--- src/include/csc_pkg.sv ---
// constants for the two-channel converter setup control block
// assumes a serial front end that hands over pointer, strobes and byte data
// Notes on behaviour
// RL1 - Each channel has one 8-bit read/write setup register, channel one at pointer 0x0b and channel two at 0x0e, both resetting to 0x0b.
// RL2 - Bits 7:6 pick the input span: 00 is 2 pF, 01 is 0.5 pF, 10 is 1 pF and 11 is 4 pF.
// RL3 - The same bits pick the automatic offset adjust step: 4, 1, 2 or 8 offset DAC LSBs for codes 00, 01, 10 and 11.
// RL4 - In adaptive threshold mode bit 4 set to 1 turns hysteresis off and set to 0 leaves it on.
// RL5 - In constant threshold mode hysteresis is always off and bit 4 changes nothing.
// RL6 - After an input step the average moves toward the new value exponentially, by the step times (1 - e^(-N/time constant)) after N conversions.
// RL7 - Bits 3:0 program the average settling time constant from 2 up to 65,536 conversions.
// RL8 - A configuration bit at 1 selects constant thresholds and at 0 adaptive thresholds built from past data.
// RL9 - When an enabled adaptive timeout elapses the average is loaded with the latest result, dropping its history.
// RL10 - The time constant is two to the power of the settling field plus one, so 0 to 15 give 2 to 65,536.
package csc_pkg;
    localparam logic [7:0] CH1_SETUP_PTR   = 8'h0b;
    localparam logic [7:0] CH2_SETUP_PTR   = 8'h0e;
    localparam logic [7:0] SETUP_RESET     = 8'h0b;
    localparam int         RANGE_MSB       = 7;
    localparam int         RANGE_LSB       = 6;
    localparam int         HYST_OFF_BIT    = 4;
    localparam int         SETTLE_MSB      = 3;
    localparam int         SETTLE_LSB      = 0;
    localparam int         DATA_W          = 12;
    localparam int         FRAC_W          = 16;
    localparam int         ACC_W           = DATA_W + FRAC_W;
    localparam logic [4:0] SETTLE_EXP_OFFS = 5'h01;
    // input spans in femtofarads
    localparam logic [12:0] SPAN_CODE00_FF = 13'h07d0;
    localparam logic [12:0] SPAN_CODE01_FF = 13'h01f4;
    localparam logic [12:0] SPAN_CODE10_FF = 13'h03e8;
    localparam logic [12:0] SPAN_CODE11_FF = 13'h0fa0;
    // offset dac step sizes in lsbs
    localparam logic [3:0] STEP_CODE00 = 4'h4;
    localparam logic [3:0] STEP_CODE01 = 4'h1;
    localparam logic [3:0] STEP_CODE10 = 4'h2;
    localparam logic [3:0] STEP_CODE11 = 4'h8;
endpackage

--- src/rtl/csc_setup_control.sv ---
// per-channel setup registers and running average for the converter
// assumes all inputs come from logic on sys_clk; no synchronisers needed
`timescale 1ns/10ps
module csc_setup_control
(
    input  wire logic        sys_clk,
    input  wire logic        rst_n,
    input  wire logic [7:0]  reg_ptr,
    input  wire logic        reg_wr_en,
    input  wire logic [7:0]  reg_wdata,
    input  wire logic        reg_rd_en,
    output logic      [7:0]  reg_rdata,
    output logic             reg_rvalid,
    input  wire logic        constant_threshold_select,
    input  wire logic        conv_done,
    input  wire logic        conv_channel,
    input  wire logic [11:0] conv_data,
    input  wire logic        timeout_elapsed_ch1,
    input  wire logic        timeout_elapsed_ch2,
    output logic      [1:0]  ch1_range_select,
    output logic      [12:0] ch1_input_span_ff,
    output logic      [3:0]  ch1_offset_adjust_step,
    output logic             ch1_hysteresis_en,
    output logic      [4:0]  ch1_settling_exp,
    output logic      [15:0] ch1_average,
    output logic      [1:0]  ch2_range_select,
    output logic      [12:0] ch2_input_span_ff,
    output logic      [3:0]  ch2_offset_adjust_step,
    output logic             ch2_hysteresis_en,
    output logic      [4:0]  ch2_settling_exp,
    output logic      [15:0] ch2_average
);

    // span in femtofarads for a range code
    function automatic logic [12:0] span_of(input logic [1:0] code);
        case (code)
            2'b00:   span_of = csc_pkg::SPAN_CODE00_FF; // see RL2
            2'b01:   span_of = csc_pkg::SPAN_CODE01_FF;
            2'b10:   span_of = csc_pkg::SPAN_CODE10_FF;
            default: span_of = csc_pkg::SPAN_CODE11_FF;
        endcase
    endfunction

    // offset dac step for a range code
    function automatic logic [3:0] step_of(input logic [1:0] code);
        case (code)
            2'b00:   step_of = csc_pkg::STEP_CODE00; // see RL3
            2'b01:   step_of = csc_pkg::STEP_CODE01;
            2'b10:   step_of = csc_pkg::STEP_CODE10;
            default: step_of = csc_pkg::STEP_CODE11;
        endcase
    endfunction

    // log2 of the time constant from a setup byte
    function automatic logic [4:0] exp_of(input logic [7:0] setup);
        exp_of = {1'b0, setup[csc_pkg::SETTLE_MSB:csc_pkg::SETTLE_LSB]}
                 + csc_pkg::SETTLE_EXP_OFFS; // see RL10 see RL7
    endfunction

    // hysteresis on only in adaptive mode with the disable bit clear
    function automatic logic hyst_of(input logic [7:0] setup, input logic fixed);
        hyst_of = !fixed && !setup[csc_pkg::HYST_OFF_BIT]; // see RL4 see RL5 see RL8
    endfunction

    // one exponential averaging step, or a direct reload on timeout
    function automatic logic [27:0] avg_step(input logic [27:0] acc,
                                             input logic [11:0] data,
                                             input logic [4:0]  shamt,
                                             input logic        reload);
        logic signed [28:0] diff;
        logic signed [28:0] delta;
        diff  = $signed({1'b0, data, 16'h0000}) - $signed({1'b0, acc});
        delta = diff >>> shamt; // see RL6
        if (reload)
            avg_step = {data, 16'h0000}; // see RL9
        else
            avg_step = acc + delta[27:0];
    endfunction

    logic [7:0]  setup_r     [2];
    logic [7:0]  setup_nxt   [2];
    logic [27:0] acc_r       [2];
    logic [27:0] acc_nxt     [2];
    logic [7:0]  rdata_r;
    logic [7:0]  rdata_nxt;
    logic        rvalid_r;
    logic        rvalid_nxt;
    logic [1:0]  range_r     [2];
    logic [12:0] span_r      [2];
    logic [3:0]  step_r      [2];
    logic        hyst_r      [2];
    logic [4:0]  exp_r       [2];
    logic [1:0]  range_nxt   [2];
    logic [12:0] span_nxt    [2];
    logic [3:0]  step_nxt    [2];
    logic        hyst_nxt    [2];
    logic [4:0]  exp_nxt     [2];
    logic        timeout     [2];

    assign timeout[0] = timeout_elapsed_ch1;
    assign timeout[1] = timeout_elapsed_ch2;

    // register writes and pointer-addressed reads
    always_comb
    begin
        setup_nxt[0] = setup_r[0];
        setup_nxt[1] = setup_r[1];
        rdata_nxt    = rdata_r;
        rvalid_nxt   = reg_rd_en;
        if (reg_wr_en && reg_ptr == csc_pkg::CH1_SETUP_PTR)
            setup_nxt[0] = reg_wdata; // see RL1
        if (reg_wr_en && reg_ptr == csc_pkg::CH2_SETUP_PTR)
            setup_nxt[1] = reg_wdata; // see RL1
        if (reg_rd_en)
        begin
            if (reg_ptr == csc_pkg::CH1_SETUP_PTR)
                rdata_nxt = setup_r[0];
            else if (reg_ptr == csc_pkg::CH2_SETUP_PTR)
                rdata_nxt = setup_r[1];
            else
                rdata_nxt = 8'h00;
        end
    end

    always_ff @(posedge sys_clk)
    begin
        if (!rst_n)
        begin
            setup_r[0] <= csc_pkg::SETUP_RESET; // see RL1
            setup_r[1] <= csc_pkg::SETUP_RESET;
            rdata_r    <= 8'h00;
            rvalid_r   <= 1'b0;
        end
        else
        begin
            setup_r[0] <= setup_nxt[0];
            setup_r[1] <= setup_nxt[1];
            rdata_r    <= rdata_nxt;
            rvalid_r   <= rvalid_nxt;
        end
    end

    // decoded per-channel controls and average update
    always_comb
    begin
        for (int i = 0; i < 2; i++)
        begin
            range_nxt[i] = setup_r[i][csc_pkg::RANGE_MSB:csc_pkg::RANGE_LSB];
            span_nxt[i]  = span_of(range_nxt[i]);
            step_nxt[i]  = step_of(range_nxt[i]);
            hyst_nxt[i]  = hyst_of(setup_r[i], constant_threshold_select);
            exp_nxt[i]   = exp_of(setup_r[i]);
            acc_nxt[i]   = acc_r[i];
            if (conv_done && (conv_channel == i[0]))
                acc_nxt[i] = avg_step(acc_r[i], conv_data, exp_nxt[i], timeout[i]);
        end
    end

    always_ff @(posedge sys_clk)
    begin
        if (!rst_n)
        begin
            for (int i = 0; i < 2; i++)
            begin
                range_r[i] <= 2'h0;
                span_r[i]  <= 13'h0000;
                step_r[i]  <= 4'h0;
                hyst_r[i]  <= 1'b0;
                exp_r[i]   <= 5'h00;
                acc_r[i]   <= 28'h0000000;
            end
        end
        else
        begin
            for (int i = 0; i < 2; i++)
            begin
                range_r[i] <= range_nxt[i];
                span_r[i]  <= span_nxt[i];
                step_r[i]  <= step_nxt[i];
                hyst_r[i]  <= hyst_nxt[i];
                exp_r[i]   <= exp_nxt[i];
                acc_r[i]   <= acc_nxt[i];
            end
        end
    end

    // outputs straight from flip-flops
    assign reg_rdata              = rdata_r;
    assign reg_rvalid             = rvalid_r;
    assign ch1_range_select       = range_r[0];
    assign ch1_input_span_ff      = span_r[0];
    assign ch1_offset_adjust_step = step_r[0];
    assign ch1_hysteresis_en      = hyst_r[0];
    assign ch1_settling_exp       = exp_r[0];
    assign ch1_average            = {acc_r[0][27:16], 4'h0};
    assign ch2_range_select       = range_r[1];
    assign ch2_input_span_ff      = span_r[1];
    assign ch2_offset_adjust_step = step_r[1];
    assign ch2_hysteresis_en      = hyst_r[1];
    assign ch2_settling_exp       = exp_r[1];
    assign ch2_average            = {acc_r[1][27:16], 4'h0};

endmodule

--- config.mk ---
export PLATFORM = sky130hd
export DESIGN_NAME = csc_setup_control
export DESIGN_NICKNAME = d
export VERILOG_FILES = /design/src/include/csc_pkg.sv /design/src/rtl/csc_setup_control.sv
export SDC_FILE = /design/constraint.sdc
export NUM_CORES = 1
export LEC_CHECK = 0
export ABC_AREA = 1
export BUFFER_PORTS_ARGS = -buffer_cell sky130_fd_sc_hd__buf_2
export CAP_MARGIN = 15
export CORE_MARGIN = 10
export CORE_UTILIZATION = 25
export DETAILED_ROUTE_END_ITERATION = 10
export GPL_TIMING_DRIVEN = 0
export SYNTH_ARGS = -nofsm -noshare
export SYNTH_HDL_FRONTEND = slang
export SYNTH_SLANG_ARGS = --single-unit
export TNS_END_PERCENT = 1
--- constraint.sdc ---
create_clock -name sys_clk -period 7.25 [get_ports sys_clk]
set_input_delay 1.45 -clock sys_clk [delete_from_list [all_inputs] [get_ports sys_clk]]
set_output_delay 1.45 -clock sys_clk [all_outputs]
set_load 0.03 [all_outputs]
# Word level (Yosys, flattened, before mapping)
# Memories as Yosys holds them, arrays and structs flattened.
# Cells that the tools add are included.
[op_classes]
n_addsub = 6
eq_ne = 6
shifts = 2
mux = 28
bitwise = 15
reduce_logical = 11
[ops]
columns = ["cell", "n"]
rows = [
  ["28-bit two-way mux", 6],
  ["12-bit case mux with 3 select lines", 2],
  ["29-bit by 5-bit >>> shifter with 28-bit output", 2],
  ["28-bit by 28-bit subtractor with 29-bit output", 2],
  ["28-bit adder", 2],
  ["8-bit two-way mux", 6],
  ["12-bit two-way mux", 2],
  ["4-bit case mux with 3 select lines", 2],
  ["8-bit by 4-bit equality test with 1-bit output (second input constant)", 2],
  ["1-bit OR", 14],
  ["4-bit by 1-bit adder with 5-bit output (second input constant)", 2],
  ["5-bit two-way mux", 2],
  ["4-bit two-way mux", 2],
  ["1-bit logical AND", 6],
  ["2-bit by 1-bit equality test with 1-bit output (second input constant)", 2],
  ["2-bit equality test (second input constant)", 2],
  ["2-bit zero test", 2],
  ["1-bit two-way mux", 4],
  ["2-bit two-way mux", 2],
  ["1-bit zero test", 3],
  ["1-bit NOT", 1],
]
[word_totals]
regBits = 9
ram_bits = 120
out_inout_bits = 91
wordCells = 77
n_memories = 7
[memory_table]
columns = ["name", "depth", "word_bits", "read_ports", "rd_ports_with_merged_regs", "write_ports", "line", "source"]
rows = [
  ["acc_r", 2, 28, 2, 0, 2, "csc_setup_control.sv:82", "logic [27:0] acc_r [2];"],
  ["span_r", 2, 12, 2, 0, 2, "csc_setup_control.sv:89", "logic [12:0] span_r [2];"],
  ["setup_r", 2, 8, 2, 0, 2, "csc_setup_control.sv:80", "logic [7:0] setup_r [2];"],
  ["exp_r", 2, 5, 2, 0, 2, "csc_setup_control.sv:92", "logic [4:0] exp_r [2];"],
  ["step_r", 2, 4, 2, 0, 2, "csc_setup_control.sv:90", "logic [3:0] step_r [2];"],
  ["range_r", 2, 2, 2, 0, 2, "csc_setup_control.sv:88", "logic [1:0] range_r [2];"],
  ["1 more memories", "n/a", "n/a", "n/a", "n/a", "n/a", "n/a", ""],
]

# Longest topological paths before layout
# Gate-level depths: netlist of run 1.
# An unclocked memory read counts as a cell.
[depth]
word_depth = 7
depth_mapped = 39

# Worst setup path before layout of run 1
# OpenSTA, ideal clock, no wires.
[synth_path]
path_type = "in2reg"
from = "input port conv_data[2]"
to = "memory acc_r[1][24] (netlist: acc_r[0][52])"
setup_time_ns = 0.070
arrival_time_ns = 5.312
required_ns = 7.180
path_slack_ns = 1.867
cell_stages = 32
cell_sequence = "ha_1 nand2_1 nor2_1 nand4_1 nand2_1 inv_1 o21ai_2 inv_2 o21bai_4 xor2_1 nand2_1 nand3_1 nand3_1 nand3_1 nand3_1 nand2_1 inv_1 ha_1 inv_1 fa_1 nand3b_1 nand2_1 nand2_1 o21ai_1 a21o_1 a21oi_1 o21bai_1 a21oi_1 o21ai_1 xor2_1 o21bai_1 a21oi_1"
[synth_lines]
columns = ["element", "line", "source"]
rows = [
  ["start, declared", "csc_setup_control.sv:17", "input wire logic [11:0] conv_data,"],
  ["end, declared", "csc_setup_control.sv:82", ""],
]

==> impl_metrics.py, run 1 <==
metrics = {
    "outcome": {
        "outcome": "finished clean",
    },
    "clocking": {
        "htreeDepth": 4,
        "cts_tree": "yes",
        "cts_buffers": 17,
        "cts_setup_buffers": 0,
        "hold_buffers": 0,
        "clkSinkCount": 116,
        "cts_buffer_depth": 2,
        "post_cts_resized": 0,
        "cts-root-buf": "clkbuf_16",
        "insertion_delay_ns": 0.47,
        "clk_pin_slew_ns": 0.06,
    },
    "route": {
        "drc": 0,
        "via_per_inst": 4.82,
        "first_pass_iters": 7,
        "route.antenna.remaining_nets": 0,
        "drtIter0Drc": 1249,
        "wl_per_cell_microns": 16.4,
        "vias": 14285,
        "wl_microns": 48500,
    },
    "synthesis": {
        "yosysSeqAreaShare": 0.180,
        "synthCells": 2126,
        "ys_types": 63,
        "synthAdderAreaFrac": 0.102,
        "synth_area_sq_um": 12900,
        "synthMuxAreaShare": 0.00388,
        "synth_top_flop_cell": "dfxtp_1",
        "avgSynthCellArea_sq_um": 6.07,
        "synth_xor_area_frac": 0.0329,
        "yosys_warnings": 0,
        "synth_seq_cells": 116,
        "async_reset_ff_frac": 0,
        "synth-compound-area-share": 0.201,
        "synth_top_family_by_area": "simple AND/OR/NAND/NOR gates",
        "synthSimpleGateAreaFrac": 0.360,
        "synth-edff-count": 0,
    },
    "setup_path": {
        "critPathArrivalTime_ns": 6.84,
        "path_class": "in2reg",
        "cpMaxStageDelayCell": "o21ai_0",
        "cp_data_required_time_ns": 7.63,
        "max_stage_delay_ns": 0.58,
        "cp-end-kind": "flop",
        "critPathLaunchType": "primary input",
        "cp_max_fo": 7,
        "crit_top_cell": "nand2_1",
    },
    "pwr": {
        "internal_power_mw": 1.76,
        "ir_drop_v": 0.000177,
        "p_sw_frac": 0.451,
        "p_per_area_nw_per_um2": 214,
        "p_leak_nw": 7.31,
        "pwr-share-seq": 0.223,
        "p_sw_mw": 1.44,
        "p_clk_frac": 0.277,
        "comb_power_share": 0.500,
    },
    "die": {
        "fp.dieH_microns": 247,
        "start_util": 0.252,
        "fp.dieW_microns": 247,
        "rows": 83,
        "core_area_sq_um": 51200,
        "boundaryPins": 128,
        "dieArea_sq_um": 61100,
    },
    "sta": {
        "slew_headroom": 0.270,
        "maxSlewViolCount": 0,
        "worst_pin_slew_ns": 1.10,
        "setup_viol": 0,
        "whs_ns": 0.487,
        "finClkSkew_ns": 0.0169,
        "setup_slack_ns": 0.786,
        "fin_crit_sh": 0.892,
        "setup-tns-final_ns": 0,
        "finalCriticalPeriod_ns": 6.46,
        "hold_viol": 0,
        "max_freq_ghz": 0.155,
        "rsz0062_at_grt": "no",
    },
    "layout": {
        "final_common_cell": "nand2_1",
        "area_delta_synth_final_pct": 16.0,
        "layout-drive-gt1-share": 0.144,
        "stdcell_count": 2966,
        "fin_nets": 2411,
        "layout_common_cells": "nand2_1, inv_1, nand3_1",
        "fillers": 5791,
    },
    "hold_path": {
        "hold_path_class": "reg2reg",
    },
    "placement": {
        "placedCellCount": 2931,
        "gp_congestion": 0.965,
        "dp_hpwl_microns": 39800,
        "dp_slack_ns": 0.540,
        "io_buffers": 112,
    },
    "global_routing": {
        "grt_pass1_vias": 13368,
        "grt_pass1_wl_microns": 75200,
        "grt_max_degree": 17,
        "grt-ovfl-total": 0,
        "grt.total_usage": 0.157,
        "antenna_found_initial": 5,
    },
    "job": {
        "max-cap-violations": 0,
    },
}
-- synthesized netlist by cell type, drive strengths merged (6+ instances only) --
| master | number | area, sq um |
|---|---|---|
| nand2 | 608 | 2360 |
| inv | 232 | 871 |
| nand3 | 212 | 1170 |
| a21oi | 179 | 907 |
| o21ai | 170 | 915 |
| nor2 | 151 | 617 |
| dfxtp | 116 | 2320 |
| ha | 102 | 1280 |
| buf | 71 | 465 |
| clkbuf | 53 | 199 |
| o211ai | 44 | 335 |
| xor2 | 31 | 287 |
| or2 | 25 | 159 |
| nor3 | 19 | 139 |
| xnor2 | 15 | 139 |
| nor4 | 10 | 62.6 |
| a31oi | 9 | 56.3 |
| nand4 | 9 | 62.6 |
| o21bai | 9 | 82.6 |
| o22ai | 7 | 43.8 |
| o21a | 6 | 45.0 |
| o221ai | 6 | 52.6 |
-- power groups by stage --
| stage | Clock [mW] | Combinational [mW] | Sequential, mW |
|---|---|---|---|
| detailed placement | 0 | 1.57 | 0.727 |
| floorplan | 0 | 1.19 | 0.724 |
| finish | 0.887 | 1.60 | 0.715 |
| global route | 0.933 | 1.81 | 0.719 |
| CTS | 0.909 | 1.58 | 0.714 |
| global placement | 0 | 1.57 | 0.727 |
-- metal layers --
layer  up-vias  track usage  wire (microns)
li1       7298            -               -
met1      6441        0.218           23300
met2       485        0.232           20100
met3        59       0.0390            4080
met4         2       0.0490             991
met5         -            0               7
-- state kept, by name (all words and copies together) (netlist names) --
name	cells
acc_r	56
exp_r	10
hyst_r	2
range_r	4
reg_rdata	8
reg_rvalid	1
setup_r	16
span_r	16
step_r	3
-- worst max-delay path, delay by kind of cell --
| kind | cells | cell delay [ns] |
|---|---|---|
| AO/OA/AOI/OAI | 6 | 1.21 |
| adder cells (fa/ha/maj) | 3 | 1.04 |
| buffers and inverters | 3 | 0.32 |
| AND/OR/NAND/NOR | 20 | 2.82 |
-- kinds of logic after synthesis --
family,Yosys count
simple gates,1045
flops,116
xor+xnor,46
other cells,1
compound gates,448
mux,5
buf+inv,361
fa+ha+maj,104
-- area by class of cell --
class,instances,area (sq um),area share
Antenna cell,5,12.5,0.000835
Buffer,124,664,0.0444
Clock buffer,18,439,0.0293
Clock inverter,12,155,0.0104
Inverter,237,890,0.0594
Multi-Input combinational cell,1662,9080,0.606
Sequential cell,116,2320,0.155
Tap cell,680,851,0.0568
Timing Repair Buffer,112,561,0.0374
-- through the flow --
step | utilization | area [sq um] | total power, mW
floorplan | - | 13000 | 1.91
global placement | 0.281 | 14400 | 2.30
detailed placement | 0.281 | 14400 | 2.30
CTS | 0.292 | 15000 | 3.21
global route | 0.292 | 15000 | 3.46
finish | 0.293 | 15000 | 3.20
-- path summary, 6_finish.rpt --
check / from / end / slack [ns] / depth (start not counted)
max reg2reg: acc_r[0][21]$_SDFFE_PN0P_ / acc_r[0][26]$_SDFFE_PN0P_ / 1.47 / 32
min: reg_rdata[5]$_SDFFE_PN0P_ / reg_rdata[5]$_SDFFE_PN0P_ / 0.49 / 2
min reg2reg: reg_rdata[5]$_SDFFE_PN0P_ / reg_rdata[5]$_SDFFE_PN0P_ / 0.49 / 2
max: conv_data[4] / acc_r[0][26]$_SDFFE_PN0P_ / 0.79 / 32
(Power assumes the default switching activity.)
==> run 2: changes to the inputs <==
- ABC_AREA: 1 -> not set
==> run 2 against run 1 <==
Net effect:
- synthesized area rose by 2.2%
- routed wire length grew 9.7%
- cell area rose by 2.2%
- sequential power about the same
- combinational power is 26% higher
- power increased by 13%
- via count rose by 1.0%
- cell count is 11% lower
- global-route usage grew 0.63 points
==> impl_metrics.py, run 2 <==
metrics = {
    "route": {
        "wl_microns": 53200,
        "wl_per_cell_microns": 20.2,
        "via_per_inst": 5.47,
        "vias": 14428,
        "drc": 0,
        "route.antenna.remaining_nets": 0,
        "drtIter0Drc": 1210,
        "first_pass_iters": 6,
    },
    "layout": {
        "final-seq-area_sq_um": 2320,
        "area_delta_synth_final_pct": 16.0,
        "reg.largest.list": "acc_r (56), setup_r (16), span_r (16)",
        "multiInputGateArea_sq_um": 9900,
        "fin_nets": 2076,
        "largest_reg_flops": 56,
        "final_cell_area_sq_um": 15300,
        "fillers": 5704,
        "final_common_cell": "nor2_1",
        "layout_common_cells": "nor2_1, a21oi_1, nand2_1",
        "top_register": "acc_r",
        "layout-drive-gt1-share": 0.137,
    },
    "setup_path": {
        "cp-end-kind": "flop",
        "cp_max_fo": 8,
        "path_class": "in2reg",
        "crit_top_cell": "o21ai_0",
        "cp_cell_sequence": "buf_2 -> ha_1 -> clkbuf_1 -> a21o_1 -> a221o_1 -> o2bb2ai_2 -> o311a_1 -> o211ai_1 -> a31oi_1 -> o21ai_0 -> o21ai_0 -> a211oi_2 -> ha_1 -> o21ai_0 -> o21ai_0 -> a41oi_1 -> o2111ai_1 -> nand3_1 -> nand3_1 -> o2111ai_1 -> o211ai_1 -> a32o_1",
        "critPathLaunchType": "primary input",
        "critPathArrivalTime_ns": 7.33,
        "max_stage_delay_ns": 0.52,
        "cp_data_required_time_ns": 7.60,
        "cpMaxStageDelayCell": "a211oi_2",
    },
    "sta": {
        "max_freq_ghz": 0.143,
        "worst_pin_slew_ns": 1.05,
        "setup-tns-final_ns": 0,
        "setup_viol": 0,
        "finClkSkew_ns": 0.0174,
        "hold_viol": 0,
        "maxSlewViolCount": 0,
        "slew_headroom": 0.293,
        "fin_crit_sh": 0.963,
        "finalCriticalPeriod_ns": 6.98,
    },
    "synthesis": {
        "synth_top_flop_cell": "dfxtp_1",
        "synth_most_common_cell": "nor2_1",
        "ys_types": 87,
        "avgSynthCellArea_sq_um": 7.36,
        "synth_seq_cells": 116,
        "async_reset_ff_frac": 0,
        "yosys-top-cells-count": "nor2_1, a21oi_1, nand2_1",
        "yosys-top-cells-area": "dfxtp_1, ha_1, a21oi_1",
        "synthCells": 1792,
        "synth_top_cell_by_area": "dfxtp_1",
        "yosys_warnings": 0,
        "yosysTopAreaCellShare": 0.176,
        "yosysSeqAreaShare": 0.176,
        "synth-edff-count": 0,
        "synth_area_sq_um": 13200,
    },
    "global_routing": {
        "grt_max_degree": 17,
        "grt.total_usage": 0.163,
        "grt-ovfl-total": 0,
        "grt_pass1_vias": 13466,
        "grt_pass1_wl_microns": 81000,
        "antenna_found_initial": 3,
    },
    "clocking": {
        "cts_buffer_depth": 2,
        "cts_buffers": 17,
        "clkSinkCount": 116,
        "clk_pin_slew_ns": 0.06,
        "cts-root-buf": "clkbuf_16",
        "insertion_delay_ns": 0.46,
        "cts_tree": "yes",
        "htreeDepth": 4,
    },
    "placement": {
        "gp_congestion": 1.01,
        "io_buffers": 110,
        "dp_hpwl_microns": 42400,
        "postPlaceCellArea_sq_um": 14700,
    },
    "die": {
        "fp.dieW_microns": 250,
        "boundaryPins": 128,
        "dieArea_sq_um": 62400,
        "start_util": 0.252,
        "core_area_sq_um": 52400,
        "rows": 84,
        "fp.dieH_microns": 250,
    },
    "pwr": {
        "p_per_area_nw_per_um2": 237,
        "p_leak_nw": 6.43,
        "ir_drop_v": 0.000170,
    },
    "hold_path": {
        "hold_path_class": "reg2reg",
    },
    "job": {
        "max-cap-violations": 0,
    },
    "outcome": {
        "outcome": "finished clean",
    },
}
## run 2: final timing paths
path / startpoint / endpoint / slack (ns) / depth (start not counted)
worst min-delay path: setup_r[0][4]$_SDFFE_PN0P_ / hyst_r[0][0]$_SDFF_PN0_ / 0.44 / 1
worst max-delay path: conv_data[1] / acc_r[0][27]$_SDFFE_PN0P_ / 0.27 / 22
worst max register to register: acc_r[0][1]$_SDFFE_PN0P_ / acc_r[0][22]$_SDFFE_PN0P_ / 0.62 / 22
worst min register to register: setup_r[0][4]$_SDFFE_PN0P_ / hyst_r[0][0]$_SDFF_PN0_ / 0.44 / 1
## run 2: cells by family (layout without fill, tap and decap cells)
logic type,after synthesis,after routing,synth area share
XOR/XNOR,90,90,0.0597
buffers and inverters,230,373,0.0803
AND/OR/NAND/NOR,581,581,0.216
flip-flops,116,116,0.176
adder cells (fa/ha/maj),104,104,0.0997
multiplexers,83,83,0.0781
AO/OA/AOI/OAI,587,587,0.290
other,1,15,0.000284
## run 2: area by class of cell
| cell class | instances | share of cell area |
|---|---|---|
| inverters | 62 | 0.0152 |
| clock inverters | 13 | 0.00948 |
| flip-flops and latches | 116 | 0.152 |
| multi-input cells | 1459 | 0.647 |
| clock buffers | 19 | 0.0296 |
| repair buffers | 111 | 0.0365 |
| diodes | 1 | 0.000164 |
| well taps | 688 | 0.0563 |
| plain buffers | 168 | 0.0540 |
## run 2: through the flow
stage	setup WS, ns	instances	utilization	hold slack [ns]	power [mW]
global placement	-0.340	2603	0.279	0.437	2.67
finish	0.271	2637	0.292	0.444	3.63
detailed placement	-0.406	2603	0.279	0.445	2.69
global route	-0.0167	2637	0.292	0.473	3.86
CTS	0.0686	2635	0.291	0.447	3.60
floorplan	0.988	1805	-	0.413	2.20
## run 2: where the power goes
group / switching (mW) / leakage (nW) / internal [mW]
sequential: 0.0464 / 0.949 / 0.671
combinational: 1.22 / 5.19 / 0.802
clock: 0.363 / 0.287 / 0.527
total: 1.63 / 6.43 / 2.00
## run 2: worst max-delay path: cells and delay by family
kind                       cells  cell delay (ns)
buffers and inverters          2             0.45
and+or+nand+nor                2             0.28
adders and majority gates      2             0.68
AOI/OAI and AO/OA             16             4.47
## run 2: layer usage
metal	global-route usage	up-vias	part of all wire	wire, microns
li1	-	6885	-	-
met1	0.201	6838	0.41	22000
met2	0.268	579	0.47	24900
met3	0.0360	122	0.075	3980
met4	0.0719	4	0.042	2230
met5	0	-	0.00051	27
## run 2: repair_timing
action / CTS / global route
setup buffers: 0 / 1
hold buffers: 0 / 0
setup endpoints to repair: 0 / 16
gates resized for setup: 0 / 8
hold endpoints to repair: 0 / 0
==> run 3: changes to the inputs <==
- ABC_AREA: not set -> 1
- CAP_MARGIN: 15 -> not set
- CORE_UTILIZATION: 25 -> 50
- PLACE_DENSITY: not set -> 0.69
==> run 3 against run 2 <==
Net effect:
- first-iteration DRC count up 42%
- maximum frequency increased by 7.7%
- critical endpoint is now acc_r[0][52]$_SDFFE_PN0P_
- cell count shrank 0.87%
- critical path type unchanged
==> impl_metrics.py, run 3 (synthesis results as in run 1) <==
metrics = {
    "setup_path": {
        "path_class": "in2reg",
        "cp-end-kind": "flop",
        "cp_max_fo": 6,
        "critPathLaunchType": "primary input",
        "cpMaxStageDelayCell": "ha_1",
        "crit_top_cell": "nand2_1",
        "critPathArrivalTime_ns": 6.84,
        "max_stage_delay_ns": 0.41,
        "cp_data_required_time_ns": 7.61,
    },
    "route": {
        "first_pass_iters": 6,
        "wl_per_cell_microns": 18.4,
        "route.antenna.remaining_nets": 0,
        "vias": 14872,
        "drc": 0,
        "via_per_inst": 5.69,
        "drtIter0Drc": 1715,
        "wl_microns": 48000,
    },
    "layout": {
        "area_delta_synth_final_pct": 12.7,
        "final-seq-area_sq_um": 2320,
        "top_register": "acc_r",
        "final_common_cell": "nand2_1",
        "reg.largest.list": "acc_r (56), setup_r (16), span_r (16)",
        "fillers": 2618,
        "layout-drive-gt1-share": 0.145,
        "fin_nets": 2411,
        "multiInputGateArea_sq_um": 9080,
        "largest_reg_flops": 56,
        "layout_common_cells": "nand2_1, inv_1, nand3_1",
    },
    "clocking": {
        "hold_buffers": 0,
        "htreeDepth": 4,
        "post_cts_resized": 0,
        "cts_buffer_depth": 2,
        "cts_setup_buffers": 0,
        "clkSinkCount": 116,
        "clk_pin_slew_ns": 0.07,
        "cts_tree": "yes",
        "cts_buffers": 17,
        "cts-root-buf": "clkbuf_16",
        "insertion_delay_ns": 0.44,
    },
    "sta": {
        "worst_pin_slew_ns": 0.935,
        "setup-tns-final_ns": 0,
        "rsz0062_at_grt": "no",
        "maxSlewViolCount": 0,
        "whs_ns": 0.475,
        "finalCriticalPeriod_ns": 6.48,
        "fin_crit_sh": 0.894,
        "slew_headroom": 0.376,
        "hold_viol": 0,
        "max_freq_ghz": 0.154,
        "finClkSkew_ns": 0.0148,
        "setup_viol": 0,
    },
    "die": {
        "rows": 58,
        "dieArea_sq_um": 32700,
        "core_area_sq_um": 25300,
        "start_util": 0.510,
        "fp.dieH_microns": 181,
        "fp.dieW_microns": 181,
        "boundaryPins": 128,
    },
    "placement": {
        "gp_congestion": 1.02,
        "dp_hpwl_microns": 38900,
        "io_buffers": 112,
    },
    "global_routing": {
        "grt_pass1_vias": 13619,
        "grt_max_degree": 17,
        "grt_pass1_wl_microns": 75000,
        "grt-ovfl-total": 0,
        "grt.total_usage": 0.281,
        "antenna_found_initial": 0,
    },
    "pwr": {
        "ir_drop_v": 0.000156,
        "p_leak_nw": 7.32,
        "p_per_area_nw_per_um2": 228,
    },
    "hold_path": {
        "hold_path_class": "reg2reg",
    },
    "job": {
        "max-cap-violations": 0,
    },
    "outcome": {
        "outcome": "finished clean",
    },
}
[run 3: cell count changes in the layout (fill, tap and decap cells not counted), sizes merged, moves of 35 or more]
cell	change
clkbuf	-56
o21ai	+37
inv	+177
a22oi	-37
nand3	+152
mux2i	-44
xnor2	-37
nand2	+461
a211oi	-35
[run 3: worst paths after layout]
kind                               startpoint  slack, ns  cells after the start                        end
setup / recovery                 conv_data[2]       0.77                     32  acc_r[0][52]$_SDFFE_PN0P_
hold / removal    setup_r[0][12]$_SDFFE_PN0P_       0.48                      1    hyst_r[0][1]$_SDFF_PN0_
setup reg to reg    acc_r[0][45]$_SDFFE_PN0P_       1.42                     32  acc_r[0][52]$_SDFFE_PN0P_
hold reg to reg   setup_r[0][12]$_SDFFE_PN0P_       0.48                      1    hyst_r[0][1]$_SDFF_PN0_
[run 3: critical path: cells and delay by family]
family	cells	cell delay, ns
simple gates	14	1.62
fa+ha+maj	3	0.98
buf+inv	3	0.30
xor+xnor	2	0.53
compound gates	10	1.95
[run 3: through the flow]
step	setup slack, ns	std cells	power (mW)	utilization	instance area [sq um]
after global routing	0.279	2613	3.51	0.574	14500
after CTS	0.975	2613	3.26	0.574	14500
after detailed placement	0.600	2581	2.34	0.550	13900
after floorplan	1.87	2139	1.91	-	13000
after global placement	0.612	2581	2.34	0.550	13900
final	0.771	2614	3.31	0.574	14500
[run 3: metal layers]
metal / routed length (microns) / global-route usage / vias up
li1: - / - / 7284
met1: 22500 / 0.410 / 6844
met2: 19800 / 0.411 / 693
met3: 4950 / 0.0601 / 51
met4: 728 / 0.0581 / 0
met5: 0 / 0 / -
[run 3: final cells by class]
type                    count  area share
diodes                      1    0.000172
plain buffers             124      0.0457
clock buffers              17      0.0292
clock inverters            15      0.0127
inverters                 237      0.0612
multi-input cells        1662       0.624
flip-flops and latches    116       0.160
well taps                 330      0.0284
repair buffers            112      0.0385
[run 3: power by group]
group / internal [mW] / total [mW] / switching, mW
Sequential: 0.667 / 0.710 / 0.0423
Clock: 0.498 / 0.914 / 0.417
Combinational: 0.545 / 1.69 / 1.14
